==> src/common/ppa_pkg.sv <==
// Constants and types for the position packet assembler
package ppa_pkg;
  typedef enum logic [3:0] {
    PPA_POLL = 4'h1,
    PPA_SOFT_RT = 4'h2,
    PPA_STREAM = 4'h4,
    PPA_RECORD = 4'h8
  } ppa_mode_e;
  typedef enum logic [2:0] {
    ST_IDLE = 3'h1,
    ST_RUN = 3'h2,
    ST_PAD = 3'h4
  } ppa_state_e;
  localparam int NUM_AXES = 4;
  localparam int NUM_SLOTS = 6;
  localparam int AX_ELEMS = 8;
  localparam int AUX_ELEMS = 4;
  localparam int WORD_W = 34;
  localparam int FIFO_DEPTH = 4;
  // Region codes held in a layout slot
  localparam logic [2:0] RG_GLOBAL = 3'h0;
  localparam logic [2:0] RG_AX_FIRST = 3'h1;
  localparam logic [2:0] RG_AX_LAST = 3'h4;
  localparam logic [2:0] RG_AUX = 3'h5;
  localparam logic [2:0] SLOT_MAX = 3'h6;
  // Element lengths and byte offsets inside a region snapshot
  localparam logic [7:0] GLB_LEN = 8'h02;
  // Axis: status, position, timestamp, reference, coded ref, amplitude, add1, add2
  localparam logic [7:0][7:0] AX_LEN = {8'h04, 8'h04, 8'h04, 8'h06, 8'h0C, 8'h04, 8'h06, 8'h02};
  localparam logic [7:0][7:0] AX_OFF = {8'h26, 8'h22, 8'h1E, 8'h18, 8'h0C, 8'h08, 8'h02, 8'h00};
  // Auxiliary axis: status, position, timestamp, reference
  localparam logic [3:0][7:0] AUX_LEN = {8'h04, 8'h04, 8'h04, 8'h02};
  localparam logic [3:0][7:0] AUX_OFF = {8'h0A, 8'h06, 8'h02, 8'h00};
  localparam logic [7:0] WORD_ROUND = 8'h03;
  // Power-on layout: global region then axes 1 to 4
  localparam logic [5:0][2:0] DEF_SLOTS = {3'h0, 3'h4, 3'h3, 3'h2, 3'h1, 3'h0};
  localparam logic [2:0] DEF_COUNT = 3'h5;
  localparam logic [7:0] DEF_AX_MASK = 8'h3F;
  localparam logic [3:0] DEF_AUX_MASK = 4'h0;
endpackage

==> src/common/ppa_stream_if.sv <==
// Valid/ready word stream between assembler and buffer
`timescale 1ns/1ns
`default_nettype none
interface ppa_stream_if #(parameter int W = 34);
  logic [W-1:0] data;
  logic valid;
  logic ready;
  modport src (output data, output valid, input ready);
  modport snk (input data, input valid, output ready);
endinterface
`default_nettype wire

==> src/design/ppa_assembler.sv <==
// Position packet assembler: captures per trigger, serialises layout into 32-bit words
// Behaviour
// - Fan-fault output follows the fan pin live, never latched, never in packets.
// - Fan-fault output stays zero when fan supervision is not supported.
// - Host configures over TCP; soft real-time data leaves as UDP packets.
// - Four modes exist; polling is active after reset.
// - Outside polling, each trigger emits only elements selected in the layout.
// - Every packet starts with the global information region.
// - Axis regions appear in strictly ascending order; descending layouts are invalid.
// - The auxiliary axis region, when present, is the last region.
// - Packet length is padded up to a multiple of four bytes.
// - Global region carries a two-byte trigger event count.
// - Axis status 2, position 6, timestamp 4, reference 12 bytes.
// - Axis coded reference 6 bytes; amplitude 4 bytes, A low, B high.
// - Each additional datum is 4 bytes: status low pair, value high pair.
// - Auxiliary axis: status 2, position 4, timestamp 4, reference 4 bytes.
// - Reset layout is global plus four axes with the default elements.
// - Polling captures only on host command; answer marked for the TCP path.
// - In polling, external and internal triggers are ignored.
// - Latched error bits stay set and repeat until the host clears them.
`timescale 1ns/1ns
`default_nettype none
module ppa_assembler (
  // Clock and reset
  input wire logic clock,
  input wire logic rst_n,
  // Pins from outside
  input wire logic trig_ext_pin,
  input wire logic trig_int_pin,
  input wire logic fan_fail_pin,
  input wire logic fan_sup_pin,
  // Host commands
  input wire logic sw_trig,
  input wire logic mode_wr,
  input wire logic [3:0] mode_sel,
  input wire logic cfg_wr,
  input wire logic [5:0][2:0] cfg_slots,
  input wire logic [2:0] cfg_count,
  input wire logic [3:0][7:0] cfg_ax_mask,
  input wire logic [3:0] cfg_aux_mask,
  input wire logic [3:0][15:0] err_set,
  input wire logic [3:0] err_clr,
  // Axis data
  input wire logic [3:0][15:0] ax_status,
  input wire logic [3:0][47:0] ax_pos,
  input wire logic [3:0][31:0] ax_time,
  input wire logic [3:0][47:0] ax_ref1,
  input wire logic [3:0][47:0] ax_ref2,
  input wire logic [3:0][47:0] ax_coded,
  input wire logic [3:0][31:0] ax_amp,
  input wire logic [3:0][31:0] ax_add1,
  input wire logic [3:0][31:0] ax_add2,
  input wire logic [15:0] aux_status,
  input wire logic [31:0] aux_pos,
  input wire logic [31:0] aux_time,
  input wire logic [31:0] aux_ref,
  // Packet word stream
  input wire logic out_ready,
  output logic out_valid,
  output logic [31:0] out_data,
  output logic out_last,
  output logic out_tcp,
  // Status
  output logic fan_fault,
  output logic [3:0] mode,
  output logic busy,
  output logic cfg_reject,
  output logic trig_drop
);
  function automatic logic cfg_is_valid(input logic [5:0][2:0] s, input logic [2:0] n);
    logic ok;
    logic [2:0] prev;
    ok = (n != 3'h0) && (n <= ppa_pkg::SLOT_MAX) && (s[0] == ppa_pkg::RG_GLOBAL);
    prev = ppa_pkg::RG_GLOBAL;
    for (int i = 1; i < ppa_pkg::NUM_SLOTS; i++) begin
      if (3'(i) < n) begin
        if (s[i] == ppa_pkg::RG_AUX) begin
          ok = ok && (3'(i) == n - 3'h1);
        end else if (s[i] >= ppa_pkg::RG_AX_FIRST && s[i] <= ppa_pkg::RG_AX_LAST
                     && s[i] > prev) begin
          prev = s[i];
        end else begin
          ok = 1'b0;
        end
      end
    end
    return ok;
  endfunction

  function automatic logic [5:0] pkt_words(input logic [5:0][2:0] s, input logic [2:0] n,
                                           input logic [3:0][7:0] axm, input logic [3:0] am);
    logic [7:0] len;
    len = '0;
    for (int i = 0; i < ppa_pkg::NUM_SLOTS; i++) begin
      if (3'(i) < n) begin
        if (s[i] == ppa_pkg::RG_GLOBAL) begin
          len = len + ppa_pkg::GLB_LEN;
        end else if (s[i] == ppa_pkg::RG_AUX) begin
          for (int e = 0; e < ppa_pkg::AUX_ELEMS; e++) begin
            if (am[e]) len = len + ppa_pkg::AUX_LEN[e];
          end
        end else begin
          for (int e = 0; e < ppa_pkg::AX_ELEMS; e++) begin
            if (axm[2'(s[i] - 3'h1)][e]) len = len + ppa_pkg::AX_LEN[e];
          end
        end
      end
    end
    len = len + ppa_pkg::WORD_ROUND;
    return len[7:2];
  endfunction

  // Pin synchronisers: 0 ext trigger, 1 int trigger, 2 fan fail, 3 fan supported
  logic [3:0] s1_r, s2_r;
  logic [1:0] trig_prev_r;
  logic trig_any, trig_acc;

  always_ff @(posedge clock or negedge rst_n) begin
    if (!rst_n) begin
      s1_r <= '0;
      s2_r <= '0;
      trig_prev_r <= '0;
    end else begin
      s1_r <= {fan_sup_pin, fan_fail_pin, trig_int_pin, trig_ext_pin};
      s2_r <= s1_r;
      trig_prev_r <= s2_r[1:0];
    end
  end

  // Mode, layout and status group
  ppa_pkg::ppa_mode_e mode_r, mode_nxt;
  ppa_pkg::ppa_state_e st_r, st_nxt;
  logic [5:0][2:0] slots_r, slots_nxt;
  logic [2:0] cnt_r, cnt_nxt;
  logic [3:0][7:0] axm_r, axm_nxt;
  logic [3:0] am_r, am_nxt;
  logic fan_r, fan_nxt, rej_r, rej_nxt, drop_r, drop_nxt, cfg_take;

  always_comb begin
    trig_any = sw_trig;
    if (mode_r != ppa_pkg::PPA_POLL) begin
      trig_any = sw_trig || (s2_r[0] && !trig_prev_r[0]) || (s2_r[1] && !trig_prev_r[1]);
    end
    trig_acc = trig_any && (st_r == ppa_pkg::ST_IDLE);
    cfg_take = cfg_wr && cfg_is_valid(cfg_slots, cfg_count) && (st_r == ppa_pkg::ST_IDLE)
               && !trig_acc;
    mode_nxt = mode_r;
    if (mode_wr && $onehot(mode_sel)) begin
      mode_nxt = ppa_pkg::ppa_mode_e'(mode_sel);
    end
    slots_nxt = cfg_take ? cfg_slots : slots_r;
    cnt_nxt = cfg_take ? cfg_count : cnt_r;
    axm_nxt = cfg_take ? cfg_ax_mask : axm_r;
    am_nxt = cfg_take ? cfg_aux_mask : am_r;
    rej_nxt = cfg_wr && !cfg_take;
    drop_nxt = trig_any && !trig_acc;
    fan_nxt = s2_r[2] && s2_r[3];
  end

  always_ff @(posedge clock or negedge rst_n) begin
    if (!rst_n) begin
      mode_r <= ppa_pkg::PPA_POLL;
      slots_r <= ppa_pkg::DEF_SLOTS;
      cnt_r <= ppa_pkg::DEF_COUNT;
      axm_r <= {ppa_pkg::NUM_AXES{ppa_pkg::DEF_AX_MASK}};
      am_r <= ppa_pkg::DEF_AUX_MASK;
      rej_r <= 1'b0;
      drop_r <= 1'b0;
      fan_r <= 1'b0;
    end else begin
      mode_r <= mode_nxt;
      slots_r <= slots_nxt;
      cnt_r <= cnt_nxt;
      axm_r <= axm_nxt;
      am_r <= am_nxt;
      rej_r <= rej_nxt;
      drop_r <= drop_nxt;
      fan_r <= fan_nxt;
    end
  end

  // Error latches, trigger count and data snapshot group
  logic [3:0][15:0] err_r, err_nxt;
  logic [15:0] tcount_r, tcount_nxt;
  logic [3:0][335:0] ax_snap_r, ax_snap_nxt;
  logic [111:0] aux_snap_r, aux_snap_nxt;

  always_comb begin
    tcount_nxt = trig_acc ? tcount_r + 16'h0001 : tcount_r;
    ax_snap_nxt = ax_snap_r;
    aux_snap_nxt = aux_snap_r;
    for (int i = 0; i < ppa_pkg::NUM_AXES; i++) begin
      err_nxt[i] = (err_r[i] & ~{16{err_clr[i]}}) | err_set[i];
      if (trig_acc) begin
        ax_snap_nxt[i] = {ax_add2[i], ax_add1[i], ax_amp[i], ax_coded[i], ax_ref2[i],
                          ax_ref1[i], ax_time[i], ax_pos[i],
                          ax_status[i] | err_r[i] | err_set[i]};
      end
    end
    if (trig_acc) begin
      aux_snap_nxt = {aux_ref, aux_time, aux_pos, aux_status};
    end
  end

  always_ff @(posedge clock or negedge rst_n) begin
    if (!rst_n) begin
      err_r <= '0;
      tcount_r <= '0;
      ax_snap_r <= '0;
      aux_snap_r <= '0;
    end else begin
      err_r <= err_nxt;
      tcount_r <= tcount_nxt;
      ax_snap_r <= ax_snap_nxt;
      aux_snap_r <= aux_snap_nxt;
    end
  end

  // Serialiser group: one byte per cycle, four bytes per pushed word
  ppa_stream_if #(.W(ppa_pkg::WORD_W)) fifo_in ();
  ppa_stream_if #(.W(ppa_pkg::WORD_W)) fifo_out ();
  logic [2:0] slot_r, slot_nxt, elem_r, elem_nxt, region, elem_last;
  logic [3:0] byte_r, byte_nxt;
  logic [1:0] nb_r, nb_nxt;
  logic [5:0] wcnt_r, wcnt_nxt, words;
  logic [31:0] acc_r, acc_nxt, word;
  logic tcp_r, tcp_nxt, push, adv, esel, wlast;
  logic [7:0] elen, off, cur_byte;

  always_comb begin
    region = slots_r[slot_r];
    words = pkt_words(slots_r, cnt_r, axm_r, am_r);
    esel = 1'b1;
    elen = ppa_pkg::GLB_LEN;
    elem_last = 3'h0;
    off = {4'h0, byte_r};
    cur_byte = tcount_r[{byte_r[0], 3'b000} +: 8];
    if (region == ppa_pkg::RG_AUX) begin
      esel = am_r[elem_r[1:0]];
      elen = ppa_pkg::AUX_LEN[elem_r[1:0]];
      elem_last = 3'(ppa_pkg::AUX_ELEMS - 1);
      off = ppa_pkg::AUX_OFF[elem_r[1:0]] + {4'h0, byte_r};
      cur_byte = aux_snap_r[{off[3:0], 3'b000} +: 8];
    end else if (region != ppa_pkg::RG_GLOBAL) begin
      esel = axm_r[2'(region - 3'h1)][elem_r];
      elen = ppa_pkg::AX_LEN[elem_r];
      elem_last = 3'(ppa_pkg::AX_ELEMS - 1);
      off = ppa_pkg::AX_OFF[elem_r] + {4'h0, byte_r};
      cur_byte = ax_snap_r[2'(region - 3'h1)][{off[5:0], 3'b000} +: 8];
    end
    st_nxt = st_r;
    slot_nxt = slot_r;
    elem_nxt = elem_r;
    byte_nxt = byte_r;
    acc_nxt = acc_r;
    nb_nxt = nb_r;
    wcnt_nxt = wcnt_r;
    tcp_nxt = tcp_r;
    push = 1'b0;
    adv = 1'b0;
    word = acc_r;
    unique case (st_r)
      ppa_pkg::ST_IDLE: begin
        if (trig_acc) begin
          st_nxt = ppa_pkg::ST_RUN;
          slot_nxt = '0;
          elem_nxt = '0;
          byte_nxt = '0;
          acc_nxt = '0;
          nb_nxt = '0;
          wcnt_nxt = '0;
          tcp_nxt = (mode_r == ppa_pkg::PPA_POLL);
        end
      end
      ppa_pkg::ST_RUN: begin
        if (!esel) begin
          adv = 1'b1;
        end else begin
          word[{nb_r, 3'b000} +: 8] = cur_byte;
          push = (nb_r == 2'h3);
          if (!push || fifo_in.ready) begin
            acc_nxt = push ? '0 : word;
            nb_nxt = nb_r + 2'h1;
            wcnt_nxt = wcnt_r + {5'h00, push};
            if (byte_r == elen[3:0] - 4'h1) begin
              byte_nxt = '0;
              adv = 1'b1;
            end else begin
              byte_nxt = byte_r + 4'h1;
            end
          end
        end
        if (adv) begin
          if (elem_r == elem_last) begin
            elem_nxt = '0;
            if (slot_r == cnt_r - 3'h1) begin
              st_nxt = (nb_nxt != 2'h0) ? ppa_pkg::ST_PAD : ppa_pkg::ST_IDLE;
            end else begin
              slot_nxt = slot_r + 3'h1;
            end
          end else begin
            elem_nxt = elem_r + 3'h1;
          end
        end
      end
      ppa_pkg::ST_PAD: begin
        push = 1'b1;
        if (fifo_in.ready) begin
          st_nxt = ppa_pkg::ST_IDLE;
          acc_nxt = '0;
          nb_nxt = '0;
          wcnt_nxt = wcnt_r + 6'h01;
        end
      end
      default: st_nxt = ppa_pkg::ST_IDLE;
    endcase
    wlast = (wcnt_r == words - 6'h01);
  end

  always_ff @(posedge clock or negedge rst_n) begin
    if (!rst_n) begin
      st_r <= ppa_pkg::ST_IDLE;
      slot_r <= '0;
      elem_r <= '0;
      byte_r <= '0;
      acc_r <= '0;
      nb_r <= '0;
      wcnt_r <= '0;
      tcp_r <= 1'b0;
    end else begin
      st_r <= st_nxt;
      slot_r <= slot_nxt;
      elem_r <= elem_nxt;
      byte_r <= byte_nxt;
      acc_r <= acc_nxt;
      nb_r <= nb_nxt;
      wcnt_r <= wcnt_nxt;
      tcp_r <= tcp_nxt;
    end
  end

  assign fifo_in.valid = push;
  assign fifo_in.data = {tcp_r, wlast, word};

  ppa_fifo #(.WIDTH(ppa_pkg::WORD_W), .DEPTH(ppa_pkg::FIFO_DEPTH)) u_fifo (
    .clock(clock),
    .rst_n(rst_n),
    .wr(fifo_in),
    .rd(fifo_out)
  );

  // Output register group
  logic ov_r, ov_nxt;
  logic [ppa_pkg::WORD_W-1:0] od_r, od_nxt;

  always_comb begin
    fifo_out.ready = !ov_r || out_ready;
    ov_nxt = ov_r && !out_ready;
    od_nxt = od_r;
    if (fifo_out.valid && fifo_out.ready) begin
      ov_nxt = 1'b1;
      od_nxt = fifo_out.data;
    end
  end

  always_ff @(posedge clock or negedge rst_n) begin
    if (!rst_n) begin
      ov_r <= 1'b0;
      od_r <= '0;
    end else begin
      ov_r <= ov_nxt;
      od_r <= od_nxt;
    end
  end

  assign out_valid = ov_r;
  assign out_data = od_r[31:0];
  assign out_last = od_r[32];
  assign out_tcp = od_r[33];
  assign fan_fault = fan_r;
  assign mode = mode_r;
  assign busy = !st_r[0];
  assign cfg_reject = rej_r;
  assign trig_drop = drop_r;

  logic seen_r;
  always_ff @(posedge clock or negedge rst_n) begin
    if (!rst_n) begin
      seen_r <= 1'b0;
    end else begin
      seen_r <= seen_r || mode_wr;
    end
  end

  fan_follow_a: assert property (@(posedge clock) disable iff (!rst_n)
    s2_r[2] && s2_r[3] |=> fan_fault) else $error("fan fault not shown");
  fan_unlatched_a: assert property (@(posedge clock) disable iff (!rst_n)
    !(s2_r[2] && s2_r[3]) |=> !fan_fault) else $error("fan fault held");
  poll_default_a: assert property (@(posedge clock) disable iff (!rst_n)
    !seen_r |-> mode == ppa_pkg::PPA_POLL) else $error("mode not polling after reset");
  poll_swonly_a: assert property (@(posedge clock) disable iff (!rst_n)
    mode_r == ppa_pkg::PPA_POLL && st_r == ppa_pkg::ST_IDLE && !sw_trig |=> !busy)
    else $error("hw trigger in polling");
  layout_valid_a: assert property (@(posedge clock) disable iff (!rst_n)
    cfg_is_valid(slots_r, cnt_r)) else $error("active layout invalid");
  cfg_keep_a: assert property (@(posedge clock) disable iff (!rst_n)
    cfg_wr && !cfg_is_valid(cfg_slots, cfg_count) |=> cfg_reject && $stable(slots_r))
    else $error("bad layout applied");
  pkt_end_a: assert property (@(posedge clock) disable iff (!rst_n)
    trig_acc |-> ##[1:400] (push && fifo_in.ready && wlast)) else $error("packet not closed");
  pad_zero_a: assert property (@(posedge clock) disable iff (!rst_n)
    st_r == ppa_pkg::ST_PAD |-> nb_r != 2'h0 && (word >> {nb_r, 3'b000}) == 32'h0000_0000)
    else $error("pad bytes not zero");
  err_hold_a: assert property (@(posedge clock) disable iff (!rst_n)
    !err_clr[0] |=> (err_r[0] & $past(err_r[0])) == $past(err_r[0])) else $error("error bit lost");
  poll_pkt_c: cover property (@(posedge clock) disable iff (!rst_n)
    push && wlast && tcp_r);
  stream_pkt_c: cover property (@(posedge clock) disable iff (!rst_n)
    push && wlast && !tcp_r && mode_r == ppa_pkg::PPA_STREAM);
  pad_c: cover property (@(posedge clock) disable iff (!rst_n) st_r == ppa_pkg::ST_PAD);
  reject_c: cover property (@(posedge clock) disable iff (!rst_n) cfg_reject);
endmodule
`default_nettype wire

==> src/design/ppa_fifo.sv <==
// Word FIFO in flip-flops with valid/ready on both sides
`timescale 1ns/1ns
`default_nettype none
module ppa_fifo #(
  parameter int WIDTH = 34,
  parameter int DEPTH = 4
) (
  // Clock and reset
  input wire logic clock,
  input wire logic rst_n,
  // Fill and drain sides
  ppa_stream_if.snk wr,
  ppa_stream_if.src rd
);
  localparam int AW = $clog2(DEPTH);
  logic [WIDTH-1:0] mem_r [DEPTH];
  logic [WIDTH-1:0] mem_nxt [DEPTH];
  logic [AW-1:0] wp_r, wp_nxt, rp_r, rp_nxt;
  logic [AW:0] cnt_r, cnt_nxt;
  logic push, pop;

  assign wr.ready = cnt_r != (AW+1)'(DEPTH);
  assign rd.valid = cnt_r != '0;
  assign rd.data = mem_r[rp_r];
  assign push = wr.valid && wr.ready;
  assign pop = rd.valid && rd.ready;

  always_comb begin
    mem_nxt = mem_r;
    wp_nxt = wp_r;
    rp_nxt = rp_r;
    cnt_nxt = cnt_r;
    if (push) begin
      mem_nxt[wp_r] = wr.data;
      wp_nxt = (wp_r == AW'(DEPTH - 1)) ? '0 : wp_r + AW'(1);
    end
    if (pop) begin
      rp_nxt = (rp_r == AW'(DEPTH - 1)) ? '0 : rp_r + AW'(1);
    end
    cnt_nxt = cnt_r + (AW+1)'(push) - (AW+1)'(pop);
  end

  always_ff @(posedge clock or negedge rst_n) begin
    if (!rst_n) begin
      for (int i = 0; i < DEPTH; i++) begin
        mem_r[i] <= '0;
      end
      wp_r <= '0;
      rp_r <= '0;
      cnt_r <= '0;
    end else begin
      mem_r <= mem_nxt;
      wp_r <= wp_nxt;
      rp_r <= rp_nxt;
      cnt_r <= cnt_nxt;
    end
  end

  fifo_bound_a: assert property (@(posedge clock) disable iff (!rst_n)
    cnt_r <= (AW+1)'(DEPTH)) else $error("fifo count above depth");
  fifo_count_a: assert property (@(posedge clock) disable iff (!rst_n)
    push && !pop |=> cnt_r == $past(cnt_r) + (AW+1)'(1)) else $error("fifo push lost");
  fifo_full_c: cover property (@(posedge clock) disable iff (!rst_n) !wr.ready);
endmodule
`default_nettype wire

==> config.mk <==
export PLATFORM = sky130hd
export DESIGN_NAME = ppa_assembler
export DESIGN_NICKNAME = d
export VERILOG_FILES = /design/src/common/ppa_pkg.sv /design/src/common/ppa_stream_if.sv /design/src/design/ppa_assembler.sv /design/src/design/ppa_fifo.sv
export SDC_FILE = /design/constraint.sdc
export NUM_CORES = 2
export LEC_CHECK = 0
export ABC_AREA = 1
export BUFFER_PORTS_ARGS = -buffer_cell sky130_fd_sc_hd__buf_2
export CAP_MARGIN = 10
export CORE_AREA = 5 5 643 645
export DETAILED_ROUTE_END_ITERATION = 6
export DIE_AREA = 0 0 648 650
export SLEW_MARGIN = 20
export SYNTH_ARGS = -nofsm -noshare
export SYNTH_HDL_FRONTEND = slang
export SYNTH_HIERARCHICAL = 1
export SYNTH_SLANG_ARGS = --single-unit
export TNS_END_PERCENT = 10
==> constraint.sdc <==
create_clock -name clock -period 22.7 [get_ports clock]
set_input_delay 4.54 -clock clock [delete_from_list [all_inputs] [get_ports clock]]
set_output_delay 4.54 -clock clock [all_outputs]
set_load 0.05 [all_outputs]
# Yosys cells after proc, flatten, opt, wreduce, memory -nomap -nowiden
# Memories as Yosys holds them, arrays and structs flattened.
# Index checks and enable logic that the tools add are counted.
[classes]
n_reduce_logical = 63
add_sub_neg = 94
n_shift = 5
magnitude_cmp = 40
n_bitwise = 22
n_mux = 389
n_eq_ne = 39
[op_table]
columns = ["op", "n"]
rows = [
  ["8-bit two-way mux", 277],
  ["336-bit binary-select mux with 2-bit select", 1],
  ["8-bit by 3-bit adder with 8-bit output (second input constant)", 54],
  ["336-bit two-way mux", 1],
  ["336-bit by 10-bit variable part select with 8-bit output", 1],
  ["32-bit two-way mux", 7],
  ["16-bit OR", 12],
  ["8-bit binary-select mux with 2-bit select", 9],
  ["136-bit bitwise mux", 1],
  ["112-bit by 8-bit variable part select with 8-bit output", 1],
  ["34-bit two-way mux", 3],
  ["32-bit one-hot mux with 3 select lines", 1],
  ["3-bit two-way mux", 27],
  ["34-bit binary-select mux with 2-bit select", 1],
  ["34-bit demux with 2-bit select", 1],
  ["16-bit AND", 4],
  ["16-bit NOT", 4],
  ["8-bit by 2-bit adder with 8-bit output (second input constant)", 6],
  ["8-bit by 4-bit adder with 8-bit output (second input constant)", 6],
  ["3-bit equality test (second input constant)", 13],
  ["4-bit two-way mux", 9],
  ["32-bit bitwise mux", 1],
  ["8-bit by 7-bit variable shift with 32-bit output (first input constant)", 1],
  ["8-bit by 7-bit variable part select with 32-bit output", 1],
  ["65 further kinds", 210],
]
[totals]
output_inout_bits = 43
word_cells = 700
register_bits = 1842
inputBits = 1595
n_memories = 2
rom_bits = 128
[mem_list]
columns = ["name", "words", "word_bits", "read_ports", "rd_clocked_by_memory_dff", "write_ports", "line_no", "rtl"]
rows = [
  ["(no name shown)", 8, 8, 1, 0, 0, "ppa_assembler.sv:248", "off = ppa_pkg::AX_OFF[elem_r] + {4'h0, byte_r};"],
  ["(no name shown)", 8, 8, 1, 0, 0, "ppa_assembler.sv:246", "elen = ppa_pkg::AX_LEN[elem_r];"],
]

# Logic depth before layout (Yosys ltp)
[logic_depth]
word_depth = 246
ltp_mapped = 190
depth_no_buf = 186

# Cells and area by module
# Netlist, hierarchy kept.
[by_module_without_submodules]
columns = ["module", "seq_area_each_um2", "area_per_inst_um2", "cells_each", "n_inst"]
rows = [
  ["ppa_assembler", 42557.1, 93733.6, 13001, 1],
  ["ppa_fifo", 3578.4, 7352.1, 911, 1],
]

# Worst setup path after synthesis
# OpenSTA, ideal clock, no wires.
[synth_path]
path_kind = "reg-to-reg"
from = "reg slots_r[0] (netlist name)"
to = "reg u_fifo/mem_r[32] (netlist name)"
required_ns = 22.634
synth_period_minus_slack_ns = 21.910
path_buffers = 4
slack_ns = 0.790
arrival_ns = 21.844
setup_ns = 0.066
path_stages_with_launch = 178
cell_sequence = "dfrtp_1 inv_2 buf_6 buf_6 ha_1 buf_6 inv_4 buf_6 o21ai_0 o21ai_0 ha_1 inv_1 nand3_1 nand3_4 nand2_1 inv_1 ha_1 or2_1 [142 not listed] ha_1 nand2_1 nand2_1 o21ai_0 nand3_1 nand2_1 xor2_1 ha_1 inv_1 a21oi_1 nand3_1 nand3_1 nand2_1 a21oi_2 nand2_1 nor2_2 nand4_1 nand2_1"
[synth_between]
elab_chain_cells = 246
elab_cells_between_ends = 342
cone_classes = "add/sub: 66; eq/ne: 3; mux: 270; reduce/logical: 3"
[synth_rtl]
columns = ["item", "line_no", "rtl"]
rows = [
  ["start: declaration", "ppa_assembler.sv:133", "logic [5:0][2:0] slots_r, slots_nxt;"],
  ["start signal: assignment", "ppa_assembler.sv:163", "slots_r <= ppa_pkg::DEF_SLOTS;"],
  ["start signal: assignment", "ppa_assembler.sv:172", "slots_r <= slots_nxt;"],
  ["2-bit by 1-bit subtractor with 2-bit output", "ppa_assembler.sv:104", "if (axm[2'(s[i] - 3'h1)][e]) len = len + ppa_pkg::AX_LEN[e];"],
  ["8-bit binary-select mux with 2-bit select", "ppa_assembler.sv:104", ""],
  ["8-bit two-way mux (implied by the code)", "ppa_assembler.sv:104", ""],
  ["2-bit two-way mux", "ppa_assembler.sv:104", ""],
  ["8-bit two-way mux", "ppa_assembler.sv:98", "end else if (s[i] == ppa_pkg::RG_AUX) begin"],
  ["8-bit two-way mux", "ppa_assembler.sv:96", "if (s[i] == ppa_pkg::RG_GLOBAL) begin"],
  ["8-bit two-way mux", "ppa_assembler.sv:95", "if (3'(i) < n) begin"],
  ["8-bit by 3-bit adder with 8-bit output", "ppa_assembler.sv:104", ""],
  ["[231 not listed]", "--", ""],
  ["8-bit two-way mux", "ppa_assembler.sv:98", ""],
  ["8-bit two-way mux", "ppa_assembler.sv:96", ""],
  ["8-bit two-way mux *", "ppa_assembler.sv:95", ""],
  ["8-bit by 2-bit adder with 8-bit output *", "ppa_assembler.sv:109", "len = len + ppa_pkg::WORD_ROUND;"],
  ["6-bit by 1-bit subtractor with 6-bit output *", "ppa_assembler.sv:317", "wlast = (wcnt_r == words - 6'h01);"],
  ["6-bit equality test *", "ppa_assembler.sv:317", ""],
  ["net wlast", "ppa_assembler.sv:227", "logic tcp_r, tcp_nxt, push, adv, esel, wlast;"],
  ["136-bit bitwise mux *", "ppa_fifo.sv:34", "mem_nxt[wp_r] = wr.data;"],
  ["end signal: assignment", "ppa_fifo.sv:52", "mem_r <= mem_nxt;"],
  ["end: declaration", "ppa_fifo.sv:16", "logic [WIDTH-1:0] mem_r [DEPTH];"],
]
# Mark *: on every way through the listed nets, which the timed path passes. The rest lies on a longest branch. The select of a mux whose other input is x is not followed.
# A chain may end at the register's enable or synchronous reset.

# Worst setup path after layout
[layout_path]
from = "reg slots_r[0] (netlist name)"
to = "reg u_fifo/mem_r[134] (netlist name)"
# The elaborated chain is that of the path after synthesis.

==> flow_metrics.env <==
export IMPL_status="completed"
export IMPL_path_clk_slew_ns=0.07
export IMPL_nets=17092
export IMPL_ant_nets=0
export IMPL_synthXorXnorAreaFrac_pct=0.613
export IMPL_cts_max_level=4
export IMPL_syn_inst=13912
export IMPL_skew_ns=0.0962
export IMPL_io_buffers=1637
export IMPL_met3_usage_pct=4.31
export IMPL_syn_num_nets=15638
export IMPL_switching_power_mw=12.6
export IMPL_fin_crit_sh_pct=96.7
export IMPL_synth_cell_type_count=84
export IMPL_async_flop_share_pct=100
export IMPL_setup_viol=0
export IMPL_grt_busiest_layer="met2"
export IMPL_yosys_top_cells_count="nand2_1 (6407), dfrtp_1 (1809), inv_1 (795)"
export IMPL_synth_top_family_by_area="simple AND/OR/NAND/NOR gates"
export IMPL_holdBufCountCts=0
export IMPL_drt_first_pass_iters=6
export IMPL_critPathKind="register to register"
export IMPL_cts_root_buf="clkbuf_16"
export IMPL_gp_congestion=0.918
export IMPL_vias_per_cell=4.83
export IMPL_worst_hold_slack_ns=0.346
export IMPL_syn_avg_cell_area_um2=7.27
export IMPL_synth_adder_area_share_pct=1.65
export IMPL_synth_cell_area_um2=101000
export IMPL_relSlewSlack_pct=16.2
export IMPL_power_density_nw_per_um2=185
export IMPL_gr_usage_met1_pct=29.2
export IMPL_hold_viol_final=0
export IMPL_crit_path_end_kind="register"
export IMPL_peakVddDrop_v=0.000191
export IMPL_grt_pass1_vias=98620
export IMPL_layout_drive_gt1_share_pct=20.7
export IMPL_critPathMaxStageDelay_ns=0.38
export IMPL_drv_cap=0
export IMPL_grt_ovfl_total=0
export IMPL_postLayoutSetupSlackWorst_ns=0.749
export IMPL_routedWlPerCell_um=24.5
export IMPL_grtUsageTotal_pct=23.7
export IMPL_area_delta_synth_final_pct=24.8
export IMPL_cp_arrival_ns=22.82
export IMPL_insertion_delay_ns=0.93
export IMPL_fin_area_um2=126000
export IMPL_holdCritPathClass="register to register"
export IMPL_p_clk_share_pct=15.9
export IMPL_fp_dieW_um=648
export IMPL_core_rowCount=235
export IMPL_routed_wl_mm=522
export IMPL_cts_num_sinks=1842
export IMPL_cts_tree="built"
export IMPL_synthMuxAreaShare_pct=0.519
export IMPL_p_sw_share_pct=54.2
export IMPL_fill_cells=44590
export IMPL_crit_path_start_kind="register"
export IMPL_grt_use_met2_pct=38.5
export IMPL_max_freq_ghz=0.0456
export IMPL_period_minus_slack_ns=21.95
export IMPL_yosys_register_bits=1842
export IMPL_grt_max_degree=227
export IMPL_critPathMostFrequentCell="buf_4"
export IMPL_dp_hpwl_mm=400
export IMPL_grt_pass1_wl_mm=727
export IMPL_cts_inserted_buffers=218
export IMPL_drt_iter0_markers=9975
export IMPL_die_area_um2=421000
export IMPL_synthSimpleGateAreaFrac_pct=34.2
export IMPL_drc_errors=0
export IMPL_p_int_mw=10.7
export IMPL_yosysWarnings=6
export IMPL_cp_required_ns=23.57
export IMPL_pin_count=1638
export IMPL_initial_core_util_pct=24.8
export IMPL_worst_path_max_fanout=6
export IMPL_coreArea_um2=408000
export IMPL_power_leakage_nw=65.5
export IMPL_synth_top_area_share_pct=44.8
export IMPL_p_comb_share_pct=59.8
export IMPL_worst_pin_slew_ns=1.24
export IMPL_p_seq_share_pct=24.3
export IMPL_placed_area_um2=115000
export IMPL_synth_compound_area_share_pct=10.7
export IMPL_synth_flop_cell="dfrtp_1"
export IMPL_seq_area_frac_synth_pct=45.6
export IMPL_antenna_found_initial=261
export IMPL_die_height_um=650
export IMPL_drv_slew=0
export IMPL_pre_cts_ws_ns=-0.612
export IMPL_ys_top_cells_by_area="dfrtp_1 (45%), nand2_1 (24%), nand3_1 (3.4%), o21ai_0 (3.4%), inv_1 (3.0%)"
export IMPL_yosysMostFrequentCell="nand2_1"
export IMPL_clockBufferDepth=4
export IMPL_synth_edf_count=0
export IMPL_synth_area_leader_cell="dfrtp_1"
export IMPL_critPathSlowestCell="dfrtp_1"
export IMPL_via_count=102994
[power groups by stage]
stage               logic, mW  registers (mW)  clock network, mW
finish                   13.9            5.66               3.70
global route             15.3            5.82               3.90
CTS                      14.0            5.64               3.77
detailed placement       13.8            5.68                  0
global placement         13.7            5.65                  0
floorplan                8.03            5.50                  0
[registers in the layout (all words and copies together), names as in the netlist, 4 cells and up]
name	count
acc_r	32
am_r	4
aux_snap_r	112
ax_snap_r	1344
axm_r	32
byte_r	4
err_r	64
mode	4
od_r	34
s1_r	4
s2_r	4
slots_r	18
tcount_r	16
u_fifo/mem_r	136
wcnt_r	6
[path summary, 6_finish.rpt]
| path | startpoint | end | slack (ns) | cells past startpoint |
|---|---|---|---|---|
| setup / recovery | slots_r[0] | u_fifo/mem_r[134] | 0.75 | 192 |
| hold reg to reg | s1_r[0] | s2_r[0] | 0.35 | 0 |
| setup reg to reg | slots_r[0] | u_fifo/mem_r[134] | 0.75 | 192 |
| min in group asynchronous | rst_n | slots_r[17] | 3.54 | 1 |
| hold / removal | s1_r[0] | s2_r[0] | 0.35 | 0 |
| max in group asynchronous | rst_n | ax_snap_r[548] | 15.30 | 5 |
[layout make-up]
cell class,instances,area (um2),area share [%]
Antenna cell,326,816,0.647
Clock buffer,323,6400,5.07
Timing Repair Buffer,2066,11600,9.21
Sequential cell,1842,46100,36.6
Inverter,869,3330,2.64
Clock inverter,80,1050,0.831
Multi-Input combinational cell,10369,49900,39.6
Tap cell,5451,6820,5.41
[stage by stage]
step | TNS [ns] | utilization (%) | power, mW | instances
2_1_floorplan | 0 | - | 13.5 | 13912
3_3_place_gp | -2.77 | 28.3 | 19.4 | 20478
3_5_place_dp | -2.41 | 28.3 | 19.5 | 20478
4_1_cts | 0 | 30.3 | 23.4 | 20964
5_1_grt | -1.02 | 30.9 | 25.0 | 21277
6_report | 0 | 30.9 | 23.3 | 21326
[critical path, delay by kind of cell (launching register included)]
family / cells / cell delay, ns
adders and majority gates: 16 / 3.65
AOI/OAI and AO/OA: 12 / 1.80
DFF: 1 / 0.38
buffers and inverters: 64 / 6.94
and+or+nand+nor: 100 / 9.08
[repair_timing]
action | 4_1_cts | 5_1_grt
setup endpoints to repair | 4 | 4
setup buffers | 83 | 41
gates resized for setup | 35 | 330
pin swaps | 34 | 170
gates cloned | 0 | 0
[layout by cell type (no fill, tap or decap), drive strengths merged, types with 5 or more instances in the layout]
cell type / Yosys / routed
o311ai: 13 / 13
mux2: 35 / 35
o211a: 6 / 6
o21ai: 733 / 733
buf: 188 / 2066
o31ai: 16 / 16
a221oi: 43 / 43
xnor2: 23 / 23
a32o: 61 / 61
xor2: 46 / 46
and2: 6 / 6
nand2: 6633 / 6633
o22ai: 153 / 153
a22oi: 9 / 9
clkbuf: 644 / 323
nor4: 34 / 34
inv: 843 / 857
a31oi: 40 / 40
nand3b: 43 / 43
nor3: 61 / 61
clkinvlp: 0 / 5
nor2: 572 / 572
or2: 22 / 22
o221ai: 74 / 74
dfstp: 33 / 33
ha: 127 / 127
o21bai: 65 / 65
a311oi: 12 / 12
nand3: 795 / 795
diode: 0 / 326
o211ai: 121 / 121
bufinv: 1 / 17
nand4: 168 / 168
clkinv: 25 / 70
a32oi: 5 / 5
dfrtp: 1809 / 1809
a21oi: 408 / 408
mux2i: 13 / 13
[metal layers]
metal | part of all wire [%] | routed length [um]
met4 | 7.0 | 36700
met1 | 39 | 204000
met2 | 47 | 245000
met5 | 0.066 | 345
met3 | 6.8 | 35600
[cell families after synthesis]
group           Yosys count
simple gates           8340
flops                  1842
compound gates         1781
buf+inv                1701
fa+ha+maj               131
xor+xnor                 69
mux                      48
Note: power is estimated with default switching activity, not from simulation.
